[config.mk]
export PLATFORM = sky130hd
export DESIGN_NAME = bbt_top
export DESIGN_NICKNAME = d
export VERILOG_FILES = /design/src/shared/bbt_pkg.sv /design/src/rtl/bbt_tick_gen.sv /design/src/rtl/bbt_desc_store.sv /design/src/rtl/bbt_top.sv
export SDC_FILE = /design/constraint.sdc
export NUM_CORES = 1
export LEC_CHECK = 0
export BUFFER_PORTS_ARGS = -buffer_cell sky130_fd_sc_hd__buf_2
export CORE_MARGIN = 2
export CORE_UTILIZATION = 62
export CTS_CLUSTER_SIZE = 30
export DETAILED_ROUTE_END_ITERATION = 7
export HOLD_SLACK_MARGIN = 0.08
export PLACE_DENSITY = 0.84
export SETUP_SLACK_MARGIN = 0.2
export SLEW_MARGIN = 20
export SYNTH_ARGS = -nofsm -noshare
export SYNTH_HDL_FRONTEND = slang
export SYNTH_SLANG_ARGS = --single-unit
[constraint.sdc]
create_clock -name aclk -period 3.9 [get_ports aclk]
set_clock_uncertainty 0.2 [all_clocks]
set_input_delay 0.975 -clock aclk [delete_from_list [all_inputs] [get_ports aclk]]
set_output_delay 0.975 -clock aclk [all_outputs]
set_load 0.01 [all_outputs]
[src/shared/bbt_pkg.sv]
// Package for the detach timer block: register map, resets, timing, states.
// Assumes a 40 MHz core clock and a 32-bit AXI4-Lite register slave.
package bbt_pkg;

    // Clock and timing
    localparam int unsigned CLK_MHZ         = 40;
    localparam int unsigned TICK_TIME_US    = 10000;
    localparam int unsigned TICK_CYCLES     = TICK_TIME_US * CLK_MHZ;

    // Bus geometry
    localparam int unsigned ADDR_W          = 18;
    localparam int unsigned DATA_W          = 32;

    // Register indices; the byte address is four times the index
    localparam logic [15:0] IDX_TMO_LOW     = 16'h413E;
    localparam logic [15:0] IDX_TMO_HIGH    = 16'h413F;
    localparam logic [15:0] IDX_CTRL        = 16'h4140;
    localparam logic [15:0] IDX_STATUS      = 16'h4141;
    localparam logic [15:0] IDX_ELAPSED     = 16'h4142;
    localparam logic [15:0] IDX_DESC_BASE   = 16'h4150;

    // Reset values
    localparam logic [15:0] TMO_RESET       = 16'h07D0;
    localparam logic [1:0]  CTRL_RESET      = 2'h1;

    // Control fields
    localparam int unsigned CTRL_EN_BIT     = 0;
    localparam int unsigned CTRL_CANCEL_BIT = 1;

    // Status fields
    localparam int unsigned STAT_STATE_LSB  = 0;
    localparam int unsigned STAT_RUN_BIT    = 2;
    localparam int unsigned STAT_DONE_BIT   = 3;

    // Bus responses
    localparam logic [1:0]  RESP_OKAY       = 2'h0;
    localparam logic [1:0]  RESP_SLVERR     = 2'h2;

    // Descriptor store: words of four descriptor bytes, offset 0 in the low byte
    localparam int unsigned DESC_WORDS      = 12;
    localparam int unsigned DESC_IDX_W      = 4;
    localparam logic [31:0] DESC_W0_RESET   = 32'h0100_0000;
    localparam logic [31:0] DESC_W1_RESET   = 32'h8000_0001;
    localparam logic [31:0] DESC_CFG_RESET  = 32'h0000_0000;
    localparam logic [31:0] DESC_W10_RESET  = 32'h0000_0110;
    localparam logic [31:0] DESC_W11_RESET  = 32'h0000_FF00;
    localparam int unsigned DESC_CFG_FIRST  = 2;
    localparam int unsigned DESC_CFG_LAST   = 9;

    // Register select codes
    typedef enum logic [2:0] {
        SEL_NONE  = 3'h0,
        SEL_LOW   = 3'h1,
        SEL_HIGH  = 3'h2,
        SEL_CTRL  = 3'h3,
        SEL_STAT  = 3'h4,
        SEL_ELAP  = 3'h5,
        SEL_DESC  = 3'h6
    } bbt_sel_e;

    // Timer states, Gray along idle, run, detach, reattach
    typedef enum logic [1:0] {
        ST_IDLE     = 2'h0,
        ST_RUN      = 2'h1,
        ST_DETACH   = 2'h3,
        ST_REATTACH = 2'h2
    } bbt_state_e;

endpackage

[src/rtl/bbt_tick_gen.sv]
// Tick generator: one-cycle pulse every TICK_CYCLES clocks.
// Assumes a synchronous active-low reset; restart realigns the period.
`timescale 1ns/1ps
module bbt_tick_gen #(
    parameter int unsigned TICK_CYCLES = 400000
) (
    // Clock and reset
    input  wire logic aclk,
    input  wire logic aresetn,
    // Control
    input  wire logic restart,
    output logic      tick
);
    localparam int unsigned CNT_W = $clog2(TICK_CYCLES + 1);
    localparam logic [CNT_W-1:0] LAST = CNT_W'(TICK_CYCLES - 1);

    logic [CNT_W-1:0] cnt_r;

    // Restart clears the prescaler so the first unit is a full one
    always_ff @(posedge aclk) begin
        if (!aresetn || restart) begin
            cnt_r <= '0;
        end else if (cnt_r == LAST) begin
            cnt_r <= '0;
        end else begin
            cnt_r <= cnt_r + CNT_W'(1);
        end
    end

    always_ff @(posedge aclk) begin
        if (!aresetn || restart) begin
            tick <= 1'b0;
        end else begin
            tick <= (cnt_r == LAST);
        end
    end
endmodule

[src/rtl/bbt_desc_store.sv]
// Descriptor store: billboard capability bytes held in flip-flops.
// Assumes one write port with byte strobes and two registered read ports.
`timescale 1ns/1ps
module bbt_desc_store
    import bbt_pkg::*;
#(
    parameter int unsigned WORDS = DESC_WORDS
) (
    // Clock and reset
    input  wire logic                  aclk,
    input  wire logic                  aresetn,
    // Software port
    input  wire logic                  wr_en,
    input  wire logic [DESC_IDX_W-1:0] wr_idx,
    input  wire logic [3:0]            wr_strb,
    input  wire logic [31:0]           wr_data,
    input  wire logic [DESC_IDX_W-1:0] sw_idx,
    output logic      [31:0]           sw_data,
    // Function port
    input  wire logic [DESC_IDX_W-1:0] fn_idx,
    output logic      [31:0]           fn_data
);
    logic [31:0] mem_r [WORDS];

    function automatic logic [31:0] word_default(input int unsigned i);
        if (i == 0) return DESC_W0_RESET;
        if (i == 1) return DESC_W1_RESET;
        if (i == 10) return DESC_W10_RESET;
        if (i == 11) return DESC_W11_RESET;
        return DESC_CFG_RESET; // Configured-state words: unspecified error
    endfunction

    function automatic logic [31:0] read_word(input logic [DESC_IDX_W-1:0] idx,
                                              input logic [31:0] w);
        return (32'(idx) < WORDS) ? w : 32'h0000_0000;
    endfunction

    // Byte-writable words let the descriptors be tailored
    for (genvar g = 0; g < WORDS; g++) begin : g_word
        always_ff @(posedge aclk) begin
            if (!aresetn) begin
                mem_r[g] <= word_default(g);
            end else if (wr_en && (32'(wr_idx) == g)) begin
                for (int b = 0; b < 4; b++) begin
                    if (wr_strb[b]) begin
                        mem_r[g][8*b +: 8] <= wr_data[8*b +: 8];
                    end
                end
            end
        end
    end

    always_ff @(posedge aclk) begin
        if (!aresetn) begin
            sw_data <= 32'h0000_0000;
            fn_data <= 32'h0000_0000;
        end else begin
            sw_data <= read_word(sw_idx, mem_r[sw_idx]);
            fn_data <= read_word(fn_idx, mem_r[fn_idx]);
        end
    end
endmodule

[src/rtl/bbt_top.sv]
// Detach timer B with its register file and descriptor store.
// Assumes an AXI4-Lite master and a core that pulses alt_str_req per string request.
//
// The implementer's own choice: the AXI4-Lite interface to the registers.
`timescale 1ns/1ps
module bbt_top
    import bbt_pkg::*;
#(
    parameter int unsigned TICK_LEN = TICK_CYCLES
) (
    // Clock and reset
    input  wire logic                  aclk,
    input  wire logic                  aresetn,
    // AXI4-Lite write address
    input  wire logic [ADDR_W-1:0]     s_axi_awaddr,
    input  wire logic [2:0]            s_axi_awprot,
    input  wire logic                  s_axi_awvalid,
    output logic                       s_axi_awready,
    // AXI4-Lite write data
    input  wire logic [DATA_W-1:0]     s_axi_wdata,
    input  wire logic [3:0]            s_axi_wstrb,
    input  wire logic                  s_axi_wvalid,
    output logic                       s_axi_wready,
    // AXI4-Lite write response
    output logic [1:0]                 s_axi_bresp,
    output logic                       s_axi_bvalid,
    input  wire logic                  s_axi_bready,
    // AXI4-Lite read address
    input  wire logic [ADDR_W-1:0]     s_axi_araddr,
    input  wire logic [2:0]            s_axi_arprot,
    input  wire logic                  s_axi_arvalid,
    output logic                       s_axi_arready,
    // AXI4-Lite read data
    output logic [DATA_W-1:0]          s_axi_rdata,
    output logic [1:0]                 s_axi_rresp,
    output logic                       s_axi_rvalid,
    input  wire logic                  s_axi_rready,
    // Billboard function side
    input  wire logic                  alt_str_req,
    input  wire logic [DESC_IDX_W-1:0] desc_rd_idx,
    output logic      [31:0]           desc_rd_data,
    output logic                       fn_detach,
    output logic                       fn_attach_default,
    output logic                       timer_expired
);
    // Decoding shared by the write and read paths
    function automatic bbt_sel_e reg_sel(input logic [ADDR_W-1:0] addr);
        logic [15:0] idx;
        idx = addr[17:2];
        if (addr[1:0] != 2'h0) return SEL_NONE;
        if (idx == IDX_TMO_LOW) return SEL_LOW;
        if (idx == IDX_TMO_HIGH) return SEL_HIGH;
        if (idx == IDX_CTRL) return SEL_CTRL;
        if (idx == IDX_STATUS) return SEL_STAT;
        if (idx == IDX_ELAPSED) return SEL_ELAP;
        if (idx >= IDX_DESC_BASE && idx < IDX_DESC_BASE + 16'(DESC_WORDS)) return SEL_DESC;
        return SEL_NONE;
    endfunction

    function automatic logic [DESC_IDX_W-1:0] desc_idx(input logic [ADDR_W-1:0] addr);
        logic [15:0] off;
        off = addr[17:2] - IDX_DESC_BASE;
        return off[DESC_IDX_W-1:0];
    endfunction

    // Write channel holding registers
    logic              aw_held_r;
    logic [ADDR_W-1:0] aw_addr_r;
    logic              w_held_r;
    logic [DATA_W-1:0] w_data_r;
    logic [3:0]        w_strb_r;
    logic              wr_go;
    bbt_sel_e          wr_sel;

    // Read channel
    logic              rd_pend_r;
    bbt_sel_e          rd_sel_r;
    logic [DATA_W-1:0] rd_data;

    // Registers and timer
    logic [7:0]        tmo_low_r;
    logic [7:0]        tmo_high_r;
    logic              ctrl_en_r;
    logic              expired_seen_r;
    logic [15:0]       elapsed_r;
    logic [15:0]       elapsed_nxt;
    bbt_state_e        state_r;
    logic              tick;
    logic              start;
    logic              cancel;
    logic [31:0]       desc_sw_data;

    assign wr_go  = aw_held_r && w_held_r && !s_axi_bvalid;
    assign wr_sel = reg_sel(aw_addr_r);
    assign cancel = wr_go && (wr_sel == SEL_CTRL) && w_strb_r[0] && w_data_r[CTRL_CANCEL_BIT];
    // A request arms the timer only while billboard support is on
    assign start  = alt_str_req && ctrl_en_r && (state_r == ST_IDLE || state_r == ST_RUN);
    assign elapsed_nxt = elapsed_r + 16'h0001;

    // Address and data are taken independently, in either order
    always_ff @(posedge aclk) begin
        if (!aresetn) begin
            aw_held_r <= 1'b0;
            aw_addr_r <= '0;
        end else if (s_axi_awvalid && s_axi_awready) begin
            aw_held_r <= 1'b1;
            aw_addr_r <= s_axi_awaddr;
        end else if (wr_go) begin
            aw_held_r <= 1'b0;
        end
    end

    always_ff @(posedge aclk) begin
        if (!aresetn) begin
            w_held_r <= 1'b0;
            w_data_r <= '0;
            w_strb_r <= 4'h0;
        end else if (s_axi_wvalid && s_axi_wready) begin
            w_held_r <= 1'b1;
            w_data_r <= s_axi_wdata;
            w_strb_r <= s_axi_wstrb;
        end else if (wr_go) begin
            w_held_r <= 1'b0;
        end
    end

    always_ff @(posedge aclk) begin
        if (!aresetn) begin
            s_axi_awready <= 1'b0;
            s_axi_wready  <= 1'b0;
        end else begin
            s_axi_awready <= !aw_held_r && !(s_axi_awvalid && s_axi_awready) && !wr_go;
            s_axi_wready  <= !w_held_r && !(s_axi_wvalid && s_axi_wready) && !wr_go;
        end
    end

    always_ff @(posedge aclk) begin
        if (!aresetn) begin
            s_axi_bvalid <= 1'b0;
            s_axi_bresp  <= RESP_OKAY;
        end else if (wr_go) begin
            s_axi_bvalid <= 1'b1;
            s_axi_bresp  <= (wr_sel == SEL_NONE) ? RESP_SLVERR : RESP_OKAY;
        end else if (s_axi_bready) begin
            s_axi_bvalid <= 1'b0;
        end
    end

    // Timeout bytes; only lane 0 carries the byte, upper bits read zero
    always_ff @(posedge aclk) begin
        if (!aresetn) begin
            tmo_low_r <= TMO_RESET[7:0];
        end else if (wr_go && wr_sel == SEL_LOW && w_strb_r[0]) begin
            tmo_low_r <= w_data_r[7:0];
        end
    end

    always_ff @(posedge aclk) begin
        if (!aresetn) begin
            tmo_high_r <= TMO_RESET[15:8];
        end else if (wr_go && wr_sel == SEL_HIGH && w_strb_r[0]) begin
            tmo_high_r <= w_data_r[7:0];
        end
    end

    always_ff @(posedge aclk) begin
        if (!aresetn) begin
            ctrl_en_r <= CTRL_RESET[CTRL_EN_BIT];
        end else if (wr_go && wr_sel == SEL_CTRL && w_strb_r[0]) begin
            ctrl_en_r <= w_data_r[CTRL_EN_BIT];
        end
    end

    // Read path: one request at a time
    always_ff @(posedge aclk) begin
        if (!aresetn) begin
            s_axi_arready <= 1'b0;
        end else begin
            s_axi_arready <= !rd_pend_r && !(s_axi_arvalid && s_axi_arready) && !s_axi_rvalid;
        end
    end

    always_ff @(posedge aclk) begin
        if (!aresetn) begin
            rd_pend_r <= 1'b0;
            rd_sel_r  <= SEL_NONE;
        end else if (s_axi_arvalid && s_axi_arready) begin
            rd_pend_r <= 1'b1;
            rd_sel_r  <= reg_sel(s_axi_araddr);
        end else begin
            rd_pend_r <= 1'b0;
        end
    end

    always_comb begin
        rd_data = '0;
        case (rd_sel_r)
            SEL_LOW:  rd_data = {24'h00_0000, tmo_low_r};
            SEL_HIGH: rd_data = {24'h00_0000, tmo_high_r};
            SEL_CTRL: rd_data = {31'h0000_0000, ctrl_en_r};
            SEL_STAT: rd_data = {28'h000_0000, expired_seen_r, state_r == ST_RUN, state_r};
            SEL_ELAP: rd_data = {16'h0000, elapsed_r};
            SEL_DESC: rd_data = desc_sw_data;
            default:  rd_data = '0;
        endcase
    end

    always_ff @(posedge aclk) begin
        if (!aresetn) begin
            s_axi_rvalid <= 1'b0;
            s_axi_rdata  <= '0;
            s_axi_rresp  <= RESP_OKAY;
        end else if (rd_pend_r) begin
            s_axi_rvalid <= 1'b1;
            s_axi_rdata  <= rd_data;
            s_axi_rresp  <= (rd_sel_r == SEL_NONE) ? RESP_SLVERR : RESP_OKAY;
        end else if (s_axi_rready) begin
            s_axi_rvalid <= 1'b0;
        end
    end

    // Descriptor store; the word is fetched as the read address is taken
    bbt_desc_store #(
        .WORDS   (DESC_WORDS)
    ) u_desc (
        .aclk    (aclk),
        .aresetn (aresetn),
        .wr_en   (wr_go && wr_sel == SEL_DESC),
        .wr_idx  (desc_idx(aw_addr_r)),
        .wr_strb (w_strb_r),
        .wr_data (w_data_r),
        .sw_idx  (desc_idx(s_axi_araddr)),
        .sw_data (desc_sw_data),
        .fn_idx  (desc_rd_idx),
        .fn_data (desc_rd_data)
    );

    // Ten millisecond time base
    bbt_tick_gen #(
        .TICK_CYCLES (TICK_LEN)
    ) u_tick (
        .aclk        (aclk),
        .aresetn     (aresetn),
        .restart     (start || state_r == ST_IDLE),
        .tick        (tick)
    );

    // Elapsed units; a fresh request restarts from zero
    always_ff @(posedge aclk) begin
        if (!aresetn || start) begin
            elapsed_r <= 16'h0000;
        end else if (state_r == ST_RUN && tick) begin
            elapsed_r <= elapsed_nxt;
        end
    end

    // Timer sequence
    always_ff @(posedge aclk) begin
        if (!aresetn) begin
            state_r <= ST_IDLE;
        end else begin
            case (state_r)
                ST_IDLE: begin
                    if (start) begin
                        state_r <= ST_RUN;
                    end
                end
                ST_RUN: begin
                    if (cancel || !ctrl_en_r) begin
                        state_r <= ST_IDLE;
                    end else if (start) begin
                        state_r <= ST_RUN;
                    end else if (tick && elapsed_nxt >= {tmo_high_r, tmo_low_r}) begin
                        state_r <= ST_DETACH;
                    end
                end
                ST_DETACH: begin
                    // Detach is held for one unit so the host sees a real disconnect
                    if (tick) begin
                        state_r <= ST_REATTACH;
                    end
                end
                ST_REATTACH: begin
                    state_r <= ST_IDLE;
                end
                default: begin
                    state_r <= ST_IDLE;
                end
            endcase
        end
    end

    // Function-side outputs, all registered
    always_ff @(posedge aclk) begin
        if (!aresetn) begin
            timer_expired <= 1'b0;
        end else begin
            timer_expired <= state_r == ST_RUN && !cancel && ctrl_en_r && !start && tick
                             && elapsed_nxt >= {tmo_high_r, tmo_low_r};
        end
    end

    always_ff @(posedge aclk) begin
        if (!aresetn) begin
            fn_detach         <= 1'b0;
            fn_attach_default <= 1'b0;
        end else begin
            fn_detach         <= (state_r == ST_DETACH);
            fn_attach_default <= (state_r == ST_REATTACH);
        end
    end

    // Sticky expiry flag, cleared by a cancel write; a new expiry wins
    always_ff @(posedge aclk) begin
        if (!aresetn) begin
            expired_seen_r <= 1'b0;
        end else if (timer_expired) begin
            expired_seen_r <= 1'b1;
        end else if (cancel) begin
            expired_seen_r <= 1'b0;
        end
    end

    logic unused_prot;
    assign unused_prot = ^{s_axi_awprot, s_axi_arprot};
endmodule

==> impl_metrics.toml, run 1 <==
[job]
maxCapViolations = 0

[outcome]
status = "complete, no violations"

[place]
dp_hpwl_um = 55900
gp_congestion = 0.920
port_buffers = 157
placedCellCount = 3204

[finish]
final_cell_mix = "384 x edfxtp_1, 258 x nor2_1, 249 x nand2_1"
drive_gt1_frac = 0.214
final.fill_count = 3119
final-seq-area_um2 = 16000
multi_input_comb_area_um2 = 12400
finalNetCount = 2759
layout_commonest_cell = "edfxtp_1"
syn_to_final_growth_pct = 12.4
fin_cells = 3318
diodes = 0

[grt]
grt_pass1_wl_um = 131000
globalRouteOverflowTotal = 0
grt_max_degree = 108
antenna_found_initial = 4
track_usage = 0.350
grt_pass1_vias = 23100

[synthesis]
synth_ff_type = "edfxtp_1"
synth_top_family_by_area = "multiplexers"
avgSynthCellArea_um2 = 11.7
ys_types = 64
synth_compound_area_frac = 0.0606
synth_seq_area_share = 0.538
synth-edff-count = 384
synth-xor-area-share = 0.0127
ys_warn_count = 0
ys_ff_latch = 606
syn_area_um2 = 29700
synth-simple-area-share = 0.161
synth_cells = 2529
muxShareOfSynthArea = 0.175
synthAdderAreaFrac = 0.00758
async_reset_ff_frac = 0

[die]
dieArea_um2 = 49700
die_w_um = 223
num_rows = 80
die_h_um = 223
start_util = 0.625
ios = 166
core-area_um2 = 47500

[cts]
cts.sinks = 606
cts_buffers = 60
cts_buffer_depth = 3
path_clk_slew_ps = 60
root_buffer = "clkbuf_16"
post_cts_buffers = 0
cts.hold.buffers_added = 0
clock_latency_ps = 640
cts_resized = 0
htreeDepth = 2
tritoncts = "done"

[timing]
setup_viol = 0
finalSetupTns_ps = 0
final_max_slew_viol_count = 0
min_period_ps = 3240
final-hold-violation-count = 0
timing.fmax_mhz = 309
grt_setup_unrepaired = "false"
relSlewSlack = 0.301
fin_crit_sh = 0.830
tightest_slew_ps = 1050

[min_path]
min-delay-start = "timer_expired"
hold_depth = 2
worstHoldPathType = "flip-flop to flip-flop"

[worst_setup_path]
criticalPathCategory = "flip-flop to flip-flop"
crit_path_start_kind = "flip-flop"
critPathLaunch = "elapsed_r[0]"
r2r_start = "elapsed_r[0]"
crit_path_frequent_cell = "ha_1"
crit_buf_inv = 0
cp_slowest_cell = "dfxtp_1"
arrival_ps = 3560
worstRegToRegCells = 11
crit_cells = 11
worstPathCellList = "ha_1, and4_1, nand4_1, nor2_1, xor2_1, ha_1, nand2_1, o21ai_0, a32o_1, a31oi_1, o31ai_1"
crit_family = "simple AND/OR/NAND/NOR gates"
cp_max_fo = 6
max_stage_delay_ps = 500
cp_data_required_time_ps = 4220
end_kind = "flip-flop"

[drt]
vias = 22600
totalWireLength_um = 86300
drt_iter0_markers = 3154
via_per_inst = 6.80
route.detailed.drc = 0
dr.pass1.iters = 8
ant_nets = 0
wire_per_inst_um = 26.0

[power_and_ir_drop]
total_leakage_power_nw = 12.0
irDropWorstVdd_mv = 0.383
pwr_density_cell_nw_per_um2 = 428
==> path summary, 6_finish.rpt <==
| check | end | slack, ps |
|---|---|---|
| worst min-delay path | expired_seen_r | 250 |
| worst max register to register | state_r[1] | 660 |
| worst max-delay path | state_r[1] | 660 |
| worst min register to register | expired_seen_r | 250 |
==> area by class of cell <==
| cell class | count | area share |
|---|---|---|
| clock buffers | 89 | 0.0541 |
| clock inverters | 25 | 0.00630 |
| inverters | 125 | 0.0141 |
| multi-input cells | 1591 | 0.372 |
| flip-flops and latches | 606 | 0.479 |
| well taps | 615 | 0.0231 |
| repair buffers | 267 | 0.0516 |
==> state kept, by name, indices dropped and copies added, names as in the netlist, 2 cells and up <==
register,flops
aw_addr_r,18
w_strb_r,4
u_desc.fn_data,32
rd_sel_r,3
u_tick.cnt_r,19
s_axi_rdata,32
elapsed_r,16
u_desc.sw_data,32
tmo_high_r,8
u_desc.mem_r,384
state_r,2
tmo_low_r,8
w_data_r,32
==> worst register-to-register path, stage by stage (launching register included) <==
cell	delay [ps]
dfxtp_1	500
ha_1	320
and4_1	320
nand4_1	230
nor2_1	190
xor2_1	200
ha_1	250
nand2_1	100
o21ai_0	140
a32o_1	280
a31oi_1	270
o31ai_1	110
==> cell usage after synthesis, drive strengths merged (65+ instances only) <==
library cell / instances / area [um^2]
edfxtp: 384 / 11500
nand2: 249 / 935
mux2i: 85 / 851
mux4: 192 / 4320
inv: 125 / 469
nor2b: 69 / 432
and2: 79 / 494
clkbuf: 152 / 571
o22ai: 73 / 457
nor3: 65 / 325
and3: 75 / 469
nor2: 259 / 975
dfxtp: 222 / 4440
==> per-stage QoR <==
| step | hold WS (ps) | power [mW] | utilization | cell area [um^2] | setup WS [ps] |
|---|---|---|---|---|---|
| floorplan | 215 | 8.00 | - | 29700 | 917 |
| global placement | 227 | 8.40 | 0.660 | 31400 | 719 |
| detailed placement | 246 | 8.46 | 0.660 | 31400 | 696 |
| CTS | 259 | 14.3 | 0.702 | 33400 | 644 |
| global route | 286 | 14.6 | 0.702 | 33400 | 397 |
| finish | 253 | 14.3 | 0.702 | 33400 | 661 |
==> per-layer routing <==
metal	up-vias	share of wire	track usage
li1	9515	-	-
met2	1816	0.47	0.563
met5	-	0.00031	0
met3	441	0.13	0.0967
met1	10800	0.34	0.428
met4	6	0.061	0.205
==> power by group <==
group / internal, mW / leakage, nW / switching (mW)
logic: 0.520 / 5.31 / 0.687
registers: 7.01 / 5.72 / 0.162
clock network: 3.40 / 0.992 / 2.50
total: 10.9 / 12.0 / 3.35
==> kinds of logic after synthesis <==
family	after synthesis
AND/OR/NAND/NOR	969
flip-flops	606
buffers and inverters	333
AO/OA/AOI/OAI	280
multiplexers	279
XOR/XNOR	43
adder cells (fa/ha/maj)	18
other	1
Power figures use the tool's default switching activity.
==> inputs of run 2 (changes only) <==
--- a/config.mk
+++ b/config.mk
@@ -7,11 +7,11 @@
 export LEC_CHECK = 0
 export BUFFER_PORTS_ARGS = -buffer_cell sky130_fd_sc_hd__buf_2
 export CORE_MARGIN = 2
-export CORE_UTILIZATION = 62
+export CORE_UTILIZATION = 56
 export CTS_CLUSTER_SIZE = 30
 export DETAILED_ROUTE_END_ITERATION = 7
 export HOLD_SLACK_MARGIN = 0.08
-export PLACE_DENSITY = 0.84
+export PLACE_DENSITY = 0.8
 export SETUP_SLACK_MARGIN = 0.2
 export SLEW_MARGIN = 20
 export SYNTH_ARGS = -nofsm -noshare
==> constraint.sdc (replaced) <==
create_clock -name aclk -period 2.7 [get_ports aclk]
set_clock_uncertainty 0.2 [all_clocks]
set_input_delay 0.675 -clock aclk [delete_from_list [all_inputs] [get_ports aclk]]
set_output_delay 0.675 -clock aclk [all_outputs]
set_load 0.01 [all_outputs]
==> run 2 against run 1 <==
The run now ends with setup timing left. Combinational power increased by 65%. Highest routed layer unchanged. Routed wire length is 9.7% higher. Clock power up 42%. Via count increased by 4.4%. Clock-buffer cell count decreased by 1.
==> impl_metrics.toml, run 2 (same netlist as run 1, synthesis figures left out) <==
[outcome]
status = "finished with violations"
violations = "setup timing"

[worst_setup_path]
cp_data_required_time_ps = 2840
max_stage_delay_ps = 350
crit_path_start_kind = "flip-flop"
cp_max_fo = 8
criticalPathCategory = "flip-flop to flip-flop"
cp_slowest_cell = "dfxtp_2"
arrival_ps = 2900
crit_family = "buffers and inverters"
end_kind = "flip-flop"
crit_path_frequent_cell = "buf_6"
worstPathCellList = "nor4b_4, o211ai_2, a21oi_4, buf_6, nand4_1, buf_6, buf_12, o21ai_1, buf_4"
crit_buf_inv = 4

[timing]
tightest_slew_ps = 729
fin_crit_sh = 1.02
whs_ps = 88.4
grt_setup_unrepaired = "true"
setup_viol = 8
relSlewSlack = 0.509
fin_ws_ps = -58.0
timing.fmax_mhz = 363
final_max_slew_viol_count = 0
min_period_ps = 2760
final-hold-violation-count = 0

[grt]
track_usage = 0.318
grt_pass1_wl_um = 130000
antenna_found_initial = 3
grt_pass1_vias = 22900
grt_max_degree = 79
globalRouteOverflowTotal = 0

[min_path]
worstHoldPathType = "input port to flip-flop"

[place]
dp_slack_ps = -21.0
gp_congestion = 0.955
dp_hpwl_um = 58300
dpl-instance-area_um2 = 32700
port_buffers = 157
placedCellCount = 3367

[drt]
wire_per_inst_um = 26.8
ant_nets = 0
vias = 23600
totalWireLength_um = 94700
via_per_inst = 6.68
route.detailed.drc = 0
drt_iter0_markers = 3528
dr.pass1.iters = 6

[power_and_ir_drop]
irDropWorstVdd_mv = 0.521
pwr_density_cell_nw_per_um2 = 570
total_leakage_power_nw = 13.2

[die]
die_h_um = 234
dieArea_um2 = 54900
die_w_um = 234
core-area_um2 = 52400
num_rows = 84
start_util = 0.566
ios = 166

[cts]
clock_latency_ps = 640
path_clk_slew_ps = 60
root_buffer = "clkbuf_16"
cts_buffers = 59
cts.sinks = 606
tritoncts = "done"
htreeDepth = 2
cts_buffer_depth = 3

[finish]
drive_gt1_frac = 0.304
fin_cells = 3528
stdcell_area_um2 = 36400
largest_register = "u_desc.mem_r"
fin_util = 0.694
finalNetCount = 2895
final.fill_count = 3309
syn_to_final_growth_pct = 22.5
final_cell_mix = "384 x edfxtp_1, 246 x nand2_1, 243 x nor2_1"
layout_commonest_cell = "edfxtp_1"
largest_reg_flops = 384

[job]
maxCapViolations = 0
[run 2: cell types whose count changed in the layout (fill, tap and decap cells not counted), moves of 26 or more]
cell,change
o21ai_0,-36
nor4_1,-26
buf_12,+44
o21ai_4,+26
buf_6,+45
buf_4,+34
[run 2: worst reg2reg max path, delay by kind of cell (launching register included)]
kind,cells,cell delay (ps)
and+or+nand+nor,2,510
buffers and inverters,4,740
DFF,1,350
AOI/OAI and AO/OA,3,680
[run 2: layer usage]
layer	up-vias	part of all wire	global-route usage	wire (um)
met1	11200	0.33	0.398	31400
met3	512	0.15	0.0900	13800
met4	2	0.064	0.149	6020
li1	9791	-	-	-
met2	2080	0.46	0.513	43500
met5	-	0.00019	0	18
[run 2: layout make-up]
type,instances,area [um^2],area share
Sequential cell,606,16000,0.440
Multi-Input combinational cell,1591,13500,0.370
Tap cell,688,861,0.0237
Antenna cell,2,5.00,0.000138
Clock buffer,88,1750,0.0481
Timing Repair Buffer,404,3630,0.0997
Clock inverter,24,201,0.00554
Inverter,125,469,0.0129
[run 2: repair_timing]
item	4_1_cts	5_1_grt
hold endpoints to repair	2	0
resized for setup	15	242
endpoints found under the setup margin	346	564
hold buffers	2	0
pin swaps	10	36
cloned	0	9
buffers inserted	14	22
[run 2: worst paths after layout]
check	from	to	slack (ps)	cells past startpoint
hold / removal	s_axi_awaddr[5]	aw_addr_r[5]	90	3
setup / recovery	aw_addr_r[7]	u_desc.mem_r[2][29]	-60	9
setup reg to reg	aw_addr_r[7]	u_desc.mem_r[2][29]	-60	9
hold reg to reg	s_axi_rvalid	s_axi_arready	250	1
[run 2: metrics by stage]
step                      total power, mW  TNS, ps
after global placement               12.3    -12.4
after global routing                 21.2    -3440
final                                20.7     -427
after floorplan                      11.6        0
after detailed placement             12.3    -21.0
after CTS                            20.5        0
[run 2: power by group]
part | switching (mW) | internal, mW
clock | 3.69 | 4.68
combinational | 1.11 | 0.893
sequential | 0.237 | 10.1
